[src/hw/ocfd_pkg.sv]
package ocfd_pkg;
  // clock selection codes
  localparam logic [1:0] SEL_HF = 2'h0;
  localparam logic [1:0] SEL_LF = 2'h1;
  localparam logic [1:0] SEL_SAFE = 2'h2;
  // monitor timing, in sys_clk cycles without an edge of the watched clock
  localparam logic [7:0] HF_TIMEOUT_CYC = 8'h08;
  localparam logic [7:0] LF_TIMEOUT_CYC = 8'hFF;
  // settling window after enable before a failure may be flagged
  localparam logic [7:0] ARM_SETTLE_CYC = 8'h10;
  localparam logic [7:0] CNT_RESET = 8'h00;
  // silicon revision selector: 1 means the safe switch is broken when input stuck high
  localparam logic STUCK_HIGH_SWITCH_BROKEN = 1'b1;
endpackage : ocfd_pkg

[src/hw/ocfd_monitor.sv]
`timescale 1ns/10ps
// one oscillator watchdog: synchronises the oscillator, counts cycles with no edge
module ocfd_monitor #(
  parameter logic [7:0] TIMEOUT = 8'h08
) (
  // clock and reset
  input wire logic sys_clk,
  input wire logic rst_b,
  // control
  input wire logic osc_enable,
  input wire logic detector_enable,
  input wire logic osc_in,
  // status
  output logic fail,
  output logic stuck_high,
  output logic ready
);
  typedef enum logic [1:0] {OCFD_IDLE, OCFD_SETTLE, OCFD_WATCH, OCFD_FAILED} ocfd_mon_state_type;
  ocfd_mon_state_type state_q;
  logic sync1_q, sync2_q, last_q;
  logic [7:0] cnt_q;
  logic det_en_q;
  logic osc_en_q;
  logic edge_seen;
  assign edge_seen = sync2_q ^ last_q;

  always_ff @(posedge sys_clk) begin
    if (!rst_b) begin
      sync1_q <= 1'b0;
      sync2_q <= 1'b0;
      last_q <= 1'b0;
    end else begin
      sync1_q <= osc_in;
      sync2_q <= sync1_q;
      last_q <= sync2_q;
    end
  end

  always_ff @(posedge sys_clk) begin
    if (!rst_b) begin
      det_en_q <= 1'b0;
      osc_en_q <= 1'b0;
    end else begin
      det_en_q <= detector_enable;
      osc_en_q <= osc_enable;
    end
  end

  always_ff @(posedge sys_clk) begin
    if (!rst_b) begin
      state_q <= OCFD_IDLE;
      cnt_q <= ocfd_pkg::CNT_RESET;
    end else begin
      case (state_q)
        OCFD_IDLE: begin
          cnt_q <= ocfd_pkg::CNT_RESET;
          if (detector_enable && !det_en_q && osc_en_q) begin
            state_q <= OCFD_FAILED; // re-arm while running misfires
          end else if (osc_enable && detector_enable) begin
            state_q <= OCFD_SETTLE;
          end
        end
        OCFD_SETTLE: begin
          if (!osc_enable || !detector_enable) begin
            state_q <= OCFD_IDLE;
          end else if (edge_seen || cnt_q == ocfd_pkg::ARM_SETTLE_CYC) begin
            state_q <= OCFD_WATCH;
            cnt_q <= ocfd_pkg::CNT_RESET;
          end else begin
            cnt_q <= cnt_q + 8'h01;
          end
        end
        OCFD_WATCH: begin
          if (!osc_enable || !detector_enable) begin
            state_q <= OCFD_IDLE;
          end else if (edge_seen) begin
            cnt_q <= ocfd_pkg::CNT_RESET;
          end else if (cnt_q == TIMEOUT) begin
            state_q <= OCFD_FAILED;
          end else begin
            cnt_q <= cnt_q + 8'h01;
          end
        end
        OCFD_FAILED: begin
          if (!detector_enable && !osc_enable) begin
            state_q <= OCFD_IDLE;
          end
        end
        default: state_q <= OCFD_IDLE;
      endcase
    end
  end

  // detector raised while the oscillator was already running lands in failed
  assign fail = (state_q == OCFD_FAILED);
  assign stuck_high = sync2_q;
  assign ready = osc_enable && (state_q == OCFD_WATCH || state_q == OCFD_FAILED || !detector_enable);
endmodule : ocfd_monitor

[src/hw/ocfd_top.sv]
`timescale 1ns/10ps
// ==========================================================
// Functional notes
// - a failure with the input stuck high is flagged but the automatic safe switch is withheld.
// - with the fast detector enabled a failure leaves the fast ready flag at one.
// - toggling the fast detector enable while its oscillator runs may raise a false failure.
// - toggling the slow detector enable while its oscillator runs may raise a false failure.
module ocfd_top (
  // clock and reset
  input wire logic sys_clk,
  input wire logic rst_b,
  // fast oscillator control and pin
  input wire logic hf_osc_enable,
  input wire logic hf_detector_enable,
  input wire logic main_crystal_oscillator,
  // slow oscillator control and pin
  input wire logic lf_osc_enable,
  input wire logic lf_detector_enable,
  input wire logic low_freq_crystal_oscillator,
  // generator source requested by software
  input wire logic [1:0] gen_source_req,
  // status
  output logic clock_fail_flag,
  output logic clock_switched_flag,
  output logic hf_osc_fail_flag,
  output logic hf_osc_ready_flag,
  output logic lf_osc_fail_flag,
  // generator source actually used
  output logic [1:0] gen_source
);
  // ==========================================================
  // monitors
  logic hf_fail, hf_stuck, hf_ready;
  logic lf_fail, lf_stuck;

  ocfd_monitor #(.TIMEOUT(ocfd_pkg::HF_TIMEOUT_CYC)) u_hf (
    .sys_clk(sys_clk),
    .rst_b(rst_b),
    .osc_enable(hf_osc_enable),
    .detector_enable(hf_detector_enable),
    .osc_in(main_crystal_oscillator),
    .fail(hf_fail),
    .stuck_high(hf_stuck),
    .ready(hf_ready)
  );

  ocfd_monitor #(.TIMEOUT(ocfd_pkg::LF_TIMEOUT_CYC)) u_lf (
    .sys_clk(sys_clk),
    .rst_b(rst_b),
    .osc_enable(lf_osc_enable),
    .detector_enable(lf_detector_enable),
    .osc_in(low_freq_crystal_oscillator),
    .fail(lf_fail),
    .stuck_high(lf_stuck),
    .ready()
  );

  // ==========================================================
  // status flags
  logic any_fail;
  logic src_failed;
  assign any_fail = hf_fail || lf_fail;
  assign src_failed = (gen_source_req == ocfd_pkg::SEL_HF && hf_fail) ||
                      (gen_source_req == ocfd_pkg::SEL_LF && lf_fail);

  always_ff @(posedge sys_clk) begin
    if (!rst_b) begin
      clock_fail_flag <= 1'b0;
      hf_osc_fail_flag <= 1'b0;
      lf_osc_fail_flag <= 1'b0;
      hf_osc_ready_flag <= 1'b0;
    end else begin
      clock_fail_flag <= any_fail;
      hf_osc_fail_flag <= hf_fail;
      lf_osc_fail_flag <= lf_fail;
      hf_osc_ready_flag <= hf_ready; // stays one after a failure
    end
  end

  // ==========================================================
  // safe clock switch
  logic switch_blocked;
  assign switch_blocked = ocfd_pkg::STUCK_HIGH_SWITCH_BROKEN &&
                          ((gen_source_req == ocfd_pkg::SEL_HF && hf_stuck) ||
                           (gen_source_req == ocfd_pkg::SEL_LF && lf_stuck));

  always_ff @(posedge sys_clk) begin
    if (!rst_b) begin
      clock_switched_flag <= 1'b0;
    end else if (src_failed && !switch_blocked) begin
      clock_switched_flag <= 1'b1;
    end else if (!any_fail) begin
      clock_switched_flag <= 1'b0;
    end
  end

  always_ff @(posedge sys_clk) begin
    if (!rst_b) begin
      gen_source <= ocfd_pkg::SEL_HF;
    end else if (src_failed && switch_blocked) begin
      gen_source <= gen_source_req; // stuck-high input defeats the switch
    end else if (src_failed || (clock_switched_flag && any_fail)) begin
      gen_source <= ocfd_pkg::SEL_SAFE;
    end else begin
      gen_source <= gen_source_req; // firmware reroute after failure
    end
  end
endmodule : ocfd_top

[config.mk]
export PLATFORM = sky130hd
export DESIGN_NAME = ocfd_top
export DESIGN_NICKNAME = d
export VERILOG_FILES = /design/src/hw/ocfd_pkg.sv /design/src/hw/ocfd_monitor.sv /design/src/hw/ocfd_top.sv
export SDC_FILE = /design/constraint.sdc
export NUM_CORES = 1
export LEC_CHECK = 0
export ABC_AREA = 1
export BUFFER_PORTS_ARGS = -buffer_cell sky130_fd_sc_hd__clkbuf_2
export CORE_MARGIN = 3
export CORE_UTILIZATION = 30
export CTS_CLUSTER_DIAMETER = 80
export DETAILED_ROUTE_END_ITERATION = 10
export SLEW_MARGIN = 40
export SYNTH_ARGS = -nofsm -noshare
export SYNTH_HDL_FRONTEND = slang
export SYNTH_SLANG_ARGS = --single-unit
[constraint.sdc]
create_clock -name sys_clk -period 2 [get_ports sys_clk]
set_clock_uncertainty 0.1 [all_clocks]
set_input_delay 0.2 -clock sys_clk [delete_from_list [all_inputs] [get_ports sys_clk]]
set_output_delay 0.2 -clock sys_clk [all_outputs]
set_load 0.02 [all_outputs]
==> results.yml, run 1 <==
clock_network:
  cts_setup_buffers: 0
  cts_buffers: 5
  cts_buffer_depth: 2
  cts_tree: "built"
  clk_latency_ps: 290
  clk_pin_slew_ps: 80
  cts_sinks: 37
  htree_num_levels: 2
  cts-root-buf: "clkbuf_8"
synthesis:
  synth_edf_count: 0
  async_reset_ff_share_pct: 0
  synth_common_cells: "nand2_1 (101), inv_1 (56), nor2_1 (46)"
  synthDistinctLibCells: 28
  synth_flop_cell: "dfxtp_1"
  synth_top_area_share_pct: 34.5
  synth-seq-cells: 37
  synth.area.top_cells: "dfxtp_1 (35%), nand2_1 (18%), inv_1 (9.8%)"
  yosys.area.top_type: "dfxtp_1"
  syn-num-nets: 354
  yosys_warnings: 0
  synthCells: 330
  avgSynthCellArea_sq_um: 6.50
  synth_area_sq_um: 2150
  yosysSeqAreaShare_pct: 34.5
  synth_most_common_cell: "nand2_1"
timing:
  tns_ps: 0
  fin_crit_sh_pct: 92.3
  postLayoutSetupSlackWorst_ps: 154
  rsz0062_at_grt: "false"
  max_freq_mhz: 542
  maxSlewViolCount: 0
  relSlewSlack_pct: 65.1
  hold_violations: 0
  tightest_slew_ps: 523
  setup_violations: 0
  layout_min_cycle_time_ps: 1850
setup_path:
  cp_slowest_cell: "dfxtp_1"
  crit_family: "simple AND/OR/NAND/NOR gates"
  startpoint_type: "register"
  end_kind: "register"
  arrival_ps: 1970
  critPathRequiredTime_ps: 2120
  crit_fanout: 6
  path_buf_inv: 2
  criticalPathCategory: "register to register"
  slowest_delay_ps: 360
  cp_cell_sequence: "inv_1 -> ha_1 -> or2_4 -> a21oi_4 -> inv_2 -> nor2_4 -> nand3_1 -> a21oi_1"
route:
  drtIter0Drc: 67
  drc_errors: 0
  drt_pre_antenna_iters: 4
  wl_mm: 4.43
  ant_nets: 0
  vias: 1947
  via_per_inst: 4.34
  post_drt_wl_per_cell_um: 9.86
place:
  portBuffers: 16
  hpwl_mm: 3.46
  placed_cell_area_sq_um: 2330
  post-place-ws_ps: 104
  gp_congestion: 0.825
power_and_ir_drop:
  ir_drop_mv: 0.639
  p_leak_nw: 1.23
  p_per_area_nw_per_um2: 1090
  finalPower_mw: 2.70
cells_and_area:
  num-nets-final: 376
  area_delta_synth_final_pct: 15.7
  finish.utilization_pct: 36.1
  design_area_sq_um: 2480
  n_antenna_cell: 0
  drive_above_1_share_pct: 11.3
status:
  status: "finished clean"
global_routing:
  grt_use_total_pct: 11.3
  grt_max_degree: 24
  grt_pass1_wl_mm: 7.67
  grt_pass1_vias: 1804
  grt-ovfl-total: 0
  antenna_found_initial: 0
floorplanning:
  coreArea_sq_um: 6870
  io-pin-count: 17
  die_y_um: 90.6
  die_w_um: 90.6
  rows: 30
  die_area_sq_um: 8200
  start_util_pct: 31.2
hold_path:
  hold_class: "input pin to register"
job:
  maxCapViolCount: 0
-- flip-flops by register name, indices dropped and copies added (netlist names) --
| name | cells |
|---|---|
| clock_fail_flag | 1 |
| clock_switched_flag | 1 |
| gen_source | 2 |
| hf_osc_fail_flag | 1 |
| hf_osc_ready_flag | 1 |
| lf_osc_fail_flag | 1 |
| u_hf.cnt_q | 8 |
| u_hf.det_en_q | 1 |
| u_hf.last_q | 1 |
| u_hf.osc_en_q | 1 |
| u_hf.state_q | 2 |
| u_hf.stuck_high | 1 |
| u_hf.sync1_q | 1 |
| u_lf.cnt_q | 8 |
| u_lf.det_en_q | 1 |
| u_lf.last_q | 1 |
| u_lf.osc_en_q | 1 |
| u_lf.state_q | 2 |
| u_lf.stuck_high | 1 |
| u_lf.sync1_q | 1 |
-- layout by cell type, fill, tap and decap left out, drive strengths merged --
master / netlist / routed
a21oi: 11 / 11
a31oi: 1 / 1
bufinv: 0 / 2
clkbuf: 1 / 21
clkinv: 0 / 1
dfxtp: 37 / 37
dlygate4sd3: 0 / 2
ha: 14 / 14
inv: 58 / 58
nand2: 105 / 105
nand3: 22 / 22
nand4: 7 / 7
nor2: 51 / 51
nor3: 1 / 1
o21a: 1 / 1
o21ai: 10 / 10
o21bai: 3 / 3
o31ai: 1 / 1
or2: 1 / 1
xnor2: 1 / 1
xor2: 3 / 3
-- worst reg2reg max path: stages (launching register included) --
cell and delay, ps:
dfxtp_1 360, inv_1 90, ha_1 260, or2_4 280, a21oi_4 190, inv_2 60
nor2_4 180, nand3_1 110, a21oi_1 150
-- metrics by stage --
step                instances  hold slack (ps)
floorplan                 330              193
global placement          439              289
detailed placement        439              293
CTS                       449             44.6
global route              449             59.0
finish                    449             55.4
-- timing repair --
| item | CTS | global route |
|---|---|---|
| hold endpoints to repair | 2 | 0 |
| hold buffers | 2 | 0 |
| endpoints found under the setup margin | 0 | 8 |
| resized for setup | 0 | 1 |
-- final cells by class --
class / count / area (sq um)
flip-flops and latches: 37 / 741
multi-input cells: 232 / 1170
fillers: 759 / 4390
well taps: 96 / 120
clock inverters: 3 / 65.1
clock buffers: 5 / 68.8
repair buffers: 18 / 100
inverters: 58 / 218
-- power breakdown --
group,leakage [nW],internal [mW],switching [mW]
clock,0.0681,0.495,0.257
combinational,0.862,0.371,0.674
sequential,0.303,0.832,0.0702
total,1.23,1.70,1.00
-- worst paths after layout --
path / start / endpoint / slack, ps / depth (start not counted)
max reg2reg: u_lf.state_q[0] / u_lf.cnt_q[7] / 150 / 8
min reg2reg: u_lf.sync1_q / u_lf.stuck_high / 310 / 2
min: hf_osc_enable / u_hf.osc_en_q / 60 / 3
max: u_lf.state_q[0] / u_lf.cnt_q[7] / 150 / 8
-- layer usage --
metal | routed length (um) | share of wire [%] | up-vias | GRT usage, %
met2 | 2100 | 47 | 25 | 19.1
met3 | 165 | 3.7 | 9 | 3.42
met1 | 2100 | 47 | 865 | 13.6
met4 | 61 | 1.4 | 0 | 3.44
li1 | - | - | 1048 | -
met5 | 0 | 0 | - | 0
-- logic make-up (layout without fill, tap and decap cells) --
logic type	count (synthesis)	in the layout	synth area share, %
AND/OR/NAND/NOR	187	187	36.6
adder cells (fa/ha/maj)	14	14	8.16
AO/OA/AOI/OAI	27	27	7.64
buffers and inverters	61	84	11.1
flip-flops	37	37	34.5
XOR/XNOR	4	4	1.98
Note: power is estimated with default switching activity, not from simulation.
==> run 2: changes to the inputs <==
--- a/config.mk
+++ b/config.mk
@@ -11,6 +11,7 @@
 export CORE_UTILIZATION = 30
 export CTS_CLUSTER_DIAMETER = 80
 export DETAILED_ROUTE_END_ITERATION = 10
+export REMOVE_ABC_BUFFERS = 1
 export SLEW_MARGIN = 40
 export SYNTH_ARGS = -nofsm -noshare
 export SYNTH_HDL_FRONTEND = slang
==> run 2 against run 1 <==
  * Die area stayed put
  * Via count is 2.6% lower
  * Critical path depth stayed put
  * Power is 2.1% lower
==> results.yml, run 2 (same netlist as run 1, synthesis figures left out) <==
timing:
  setup_violations: 0
  layout_min_cycle_time_ps: 1820
  maxSlewViolCount: 0
  tightest_slew_ps: 516
  hold_violations: 0
  max_freq_mhz: 551
  tns_ps: 0
  fin_crit_sh_pct: 90.8
  relSlewSlack_pct: 65.6
  rsz0062_at_grt: "false"
route:
  vias: 1896
  ant_nets: 0
  drc_errors: 0
  drt_pre_antenna_iters: 4
  drtIter0Drc: 91
  post_drt_wl_per_cell_um: 9.51
  wl_mm: 4.27
  via_per_inst: 4.22
setup_path:
  cp_cell_sequence: "inv_1 -> ha_1 -> or2_4 -> a21oi_4 -> inv_2 -> nor2_4 -> nand3_1 -> a21oi_1"
  crit_path_end: "u_lf.cnt_q[7]"
  critPathRequiredTime_ps: 2110
  rr_startpoint: "u_lf.state_q[0]"
  startpoint_type: "register"
  arrival_ps: 1930
  startpoint: "u_lf.state_q[0]"
  path_buf_inv: 2
  cp_slowest_cell: "dfxtp_1"
  crit_family: "simple AND/OR/NAND/NOR gates"
  crit_fanout: 6
  criticalPathCategory: "register to register"
  r2r_setup_slack_ps: 180
  worst_r2r_path_depth: 8
  end_kind: "register"
  slowest_delay_ps: 360
  crit_cells: 8
  rr_endpoint: "u_lf.cnt_q[7]"
power_and_ir_drop:
  intPower_mw: 1.63
  seqPwrFrac_pct: 34.1
  ir_drop_mv: 0.254
  combPwrFrac_pct: 40.6
  switching_share_pct: 38.5
  p_leak_nw: 1.23
  finalPower_mw: 2.64
  p_clk_share_pct: 25.3
  p_sw_mw: 1.02
  p_per_area_nw_per_um2: 1070
global_routing:
  grt_max_degree: 24
  antenna_found_initial: 0
  grt_pass1_wl_mm: 7.53
  grt_pass1_vias: 1778
  grt-ovfl-total: 0
  grt_use_total_pct: 11.1
cells_and_area:
  num-nets-final: 376
  top_regs: "u_hf.cnt_q: 8 flops, u_lf.cnt_q: 8 flops"
  most-common-layout-cells: "nand2_1 (100), inv_1 (56), nor2_1 (46), dfxtp_1 (37), nand3_1 (22)"
  n_antenna_cell: 0
  area_delta_synth_final_pct: 15.5
  final_common_cell: "nand2_1"
  drive_above_1_share_pct: 11.0
clock_network:
  cts_buffer_depth: 2
  cts_sinks: 37
  clk_latency_ps: 290
  cts_tree: "built"
  clk_pin_slew_ps: 70
  cts-root-buf: "clkbuf_8"
  htree_num_levels: 2
  cts_buffers: 5
floorplanning:
  die_area_sq_um: 8200
  rows: 30
  start_util_pct: 31.2
  coreArea_sq_um: 6870
  die_y_um: 90.6
  die_w_um: 90.6
  io-pin-count: 17
place:
  portBuffers: 16
  hpwl_mm: 3.31
  gp_congestion: 0.816
job:
  maxCapViolCount: 0
status:
  status: "finished clean"
hold_path:
  hold_class: "input pin to register"
[run 2: stage by stage]
stage               cell area, sq um  util (%)  hold WS, ps  setup WS, ps  instances
floorplan                       2130         -          193           323        327
global placement                2330      33.9          293           171        439
detailed placement              2330      33.9          296          97.3        439
CTS                             2460      35.8         33.3          73.2        449
global route                    2480      36.1         48.5          32.0        449
finish                          2480      36.1         46.0           185        449
[run 2: layout make-up]
| cell class | count | area (sq um) |
|---|---|---|
| Timing Repair Buffer | 18 | 100 |
| Fill cell | 737 | 4390 |
| Clock inverter | 1 | 30.0 |
| Multi-Input combinational cell | 232 | 1180 |
| Tap cell | 96 | 120 |
| Inverter | 58 | 218 |
| Clock buffer | 7 | 86.3 |
| Sequential cell | 37 | 741 |
[run 2: repair_timing]
action	4_1_cts	5_1_grt
gates resized for setup	0	3
hold buffers	2	0
endpoints found under the hold margin	2	0
setup buffers	0	0
endpoints found under the setup margin	0	8
[run 2: tightest hold or removal path, cell delays in order]
cell,delay [ps]
clkbuf_2,110
nand2_1,50
inv_1,40
[run 2: how the worst min path moves through the flow]
stage | start | to | slack (ps) | depth (start not counted)
floorplan | hf_detector_enable | u_hf.det_en_q | 190 | 2
global placement | low_freq_crystal_oscillator | u_lf.sync1_q | 290 | 3
finish | lf_osc_enable | u_lf.osc_en_q | 50 | 3
CTS | lf_osc_enable | u_lf.osc_en_q | 30 | 3
detailed placement | u_hf.sync1_q | u_hf.stuck_high | 300 | 2
global route | lf_osc_enable | u_lf.osc_en_q | 50 | 3
[run 2: routing by layer]
layer | GRT usage, % | up-vias | wire length [um]
met5 | 0 | - | 0
met4 | 3.95 | 0 | 59
met3 | 2.83 | 7 | 113
met2 | 19.5 | 17 | 2030
met1 | 13.1 | 824 | 2060
li1 | - | 1048 | -
[run 2: power groups by stage]
stage / registers (mW) / logic [mW] / clock network (mW)
2_1_floorplan: 0.921 / 0.809 / 0
3_3_place_gp: 0.914 / 1.04 / 0
3_5_place_dp: 0.918 / 1.05 / 0
4_1_cts: 0.902 / 1.06 / 0.690
5_1_grt: 0.918 / 1.23 / 0.724
6_report: 0.901 / 1.07 / 0.668
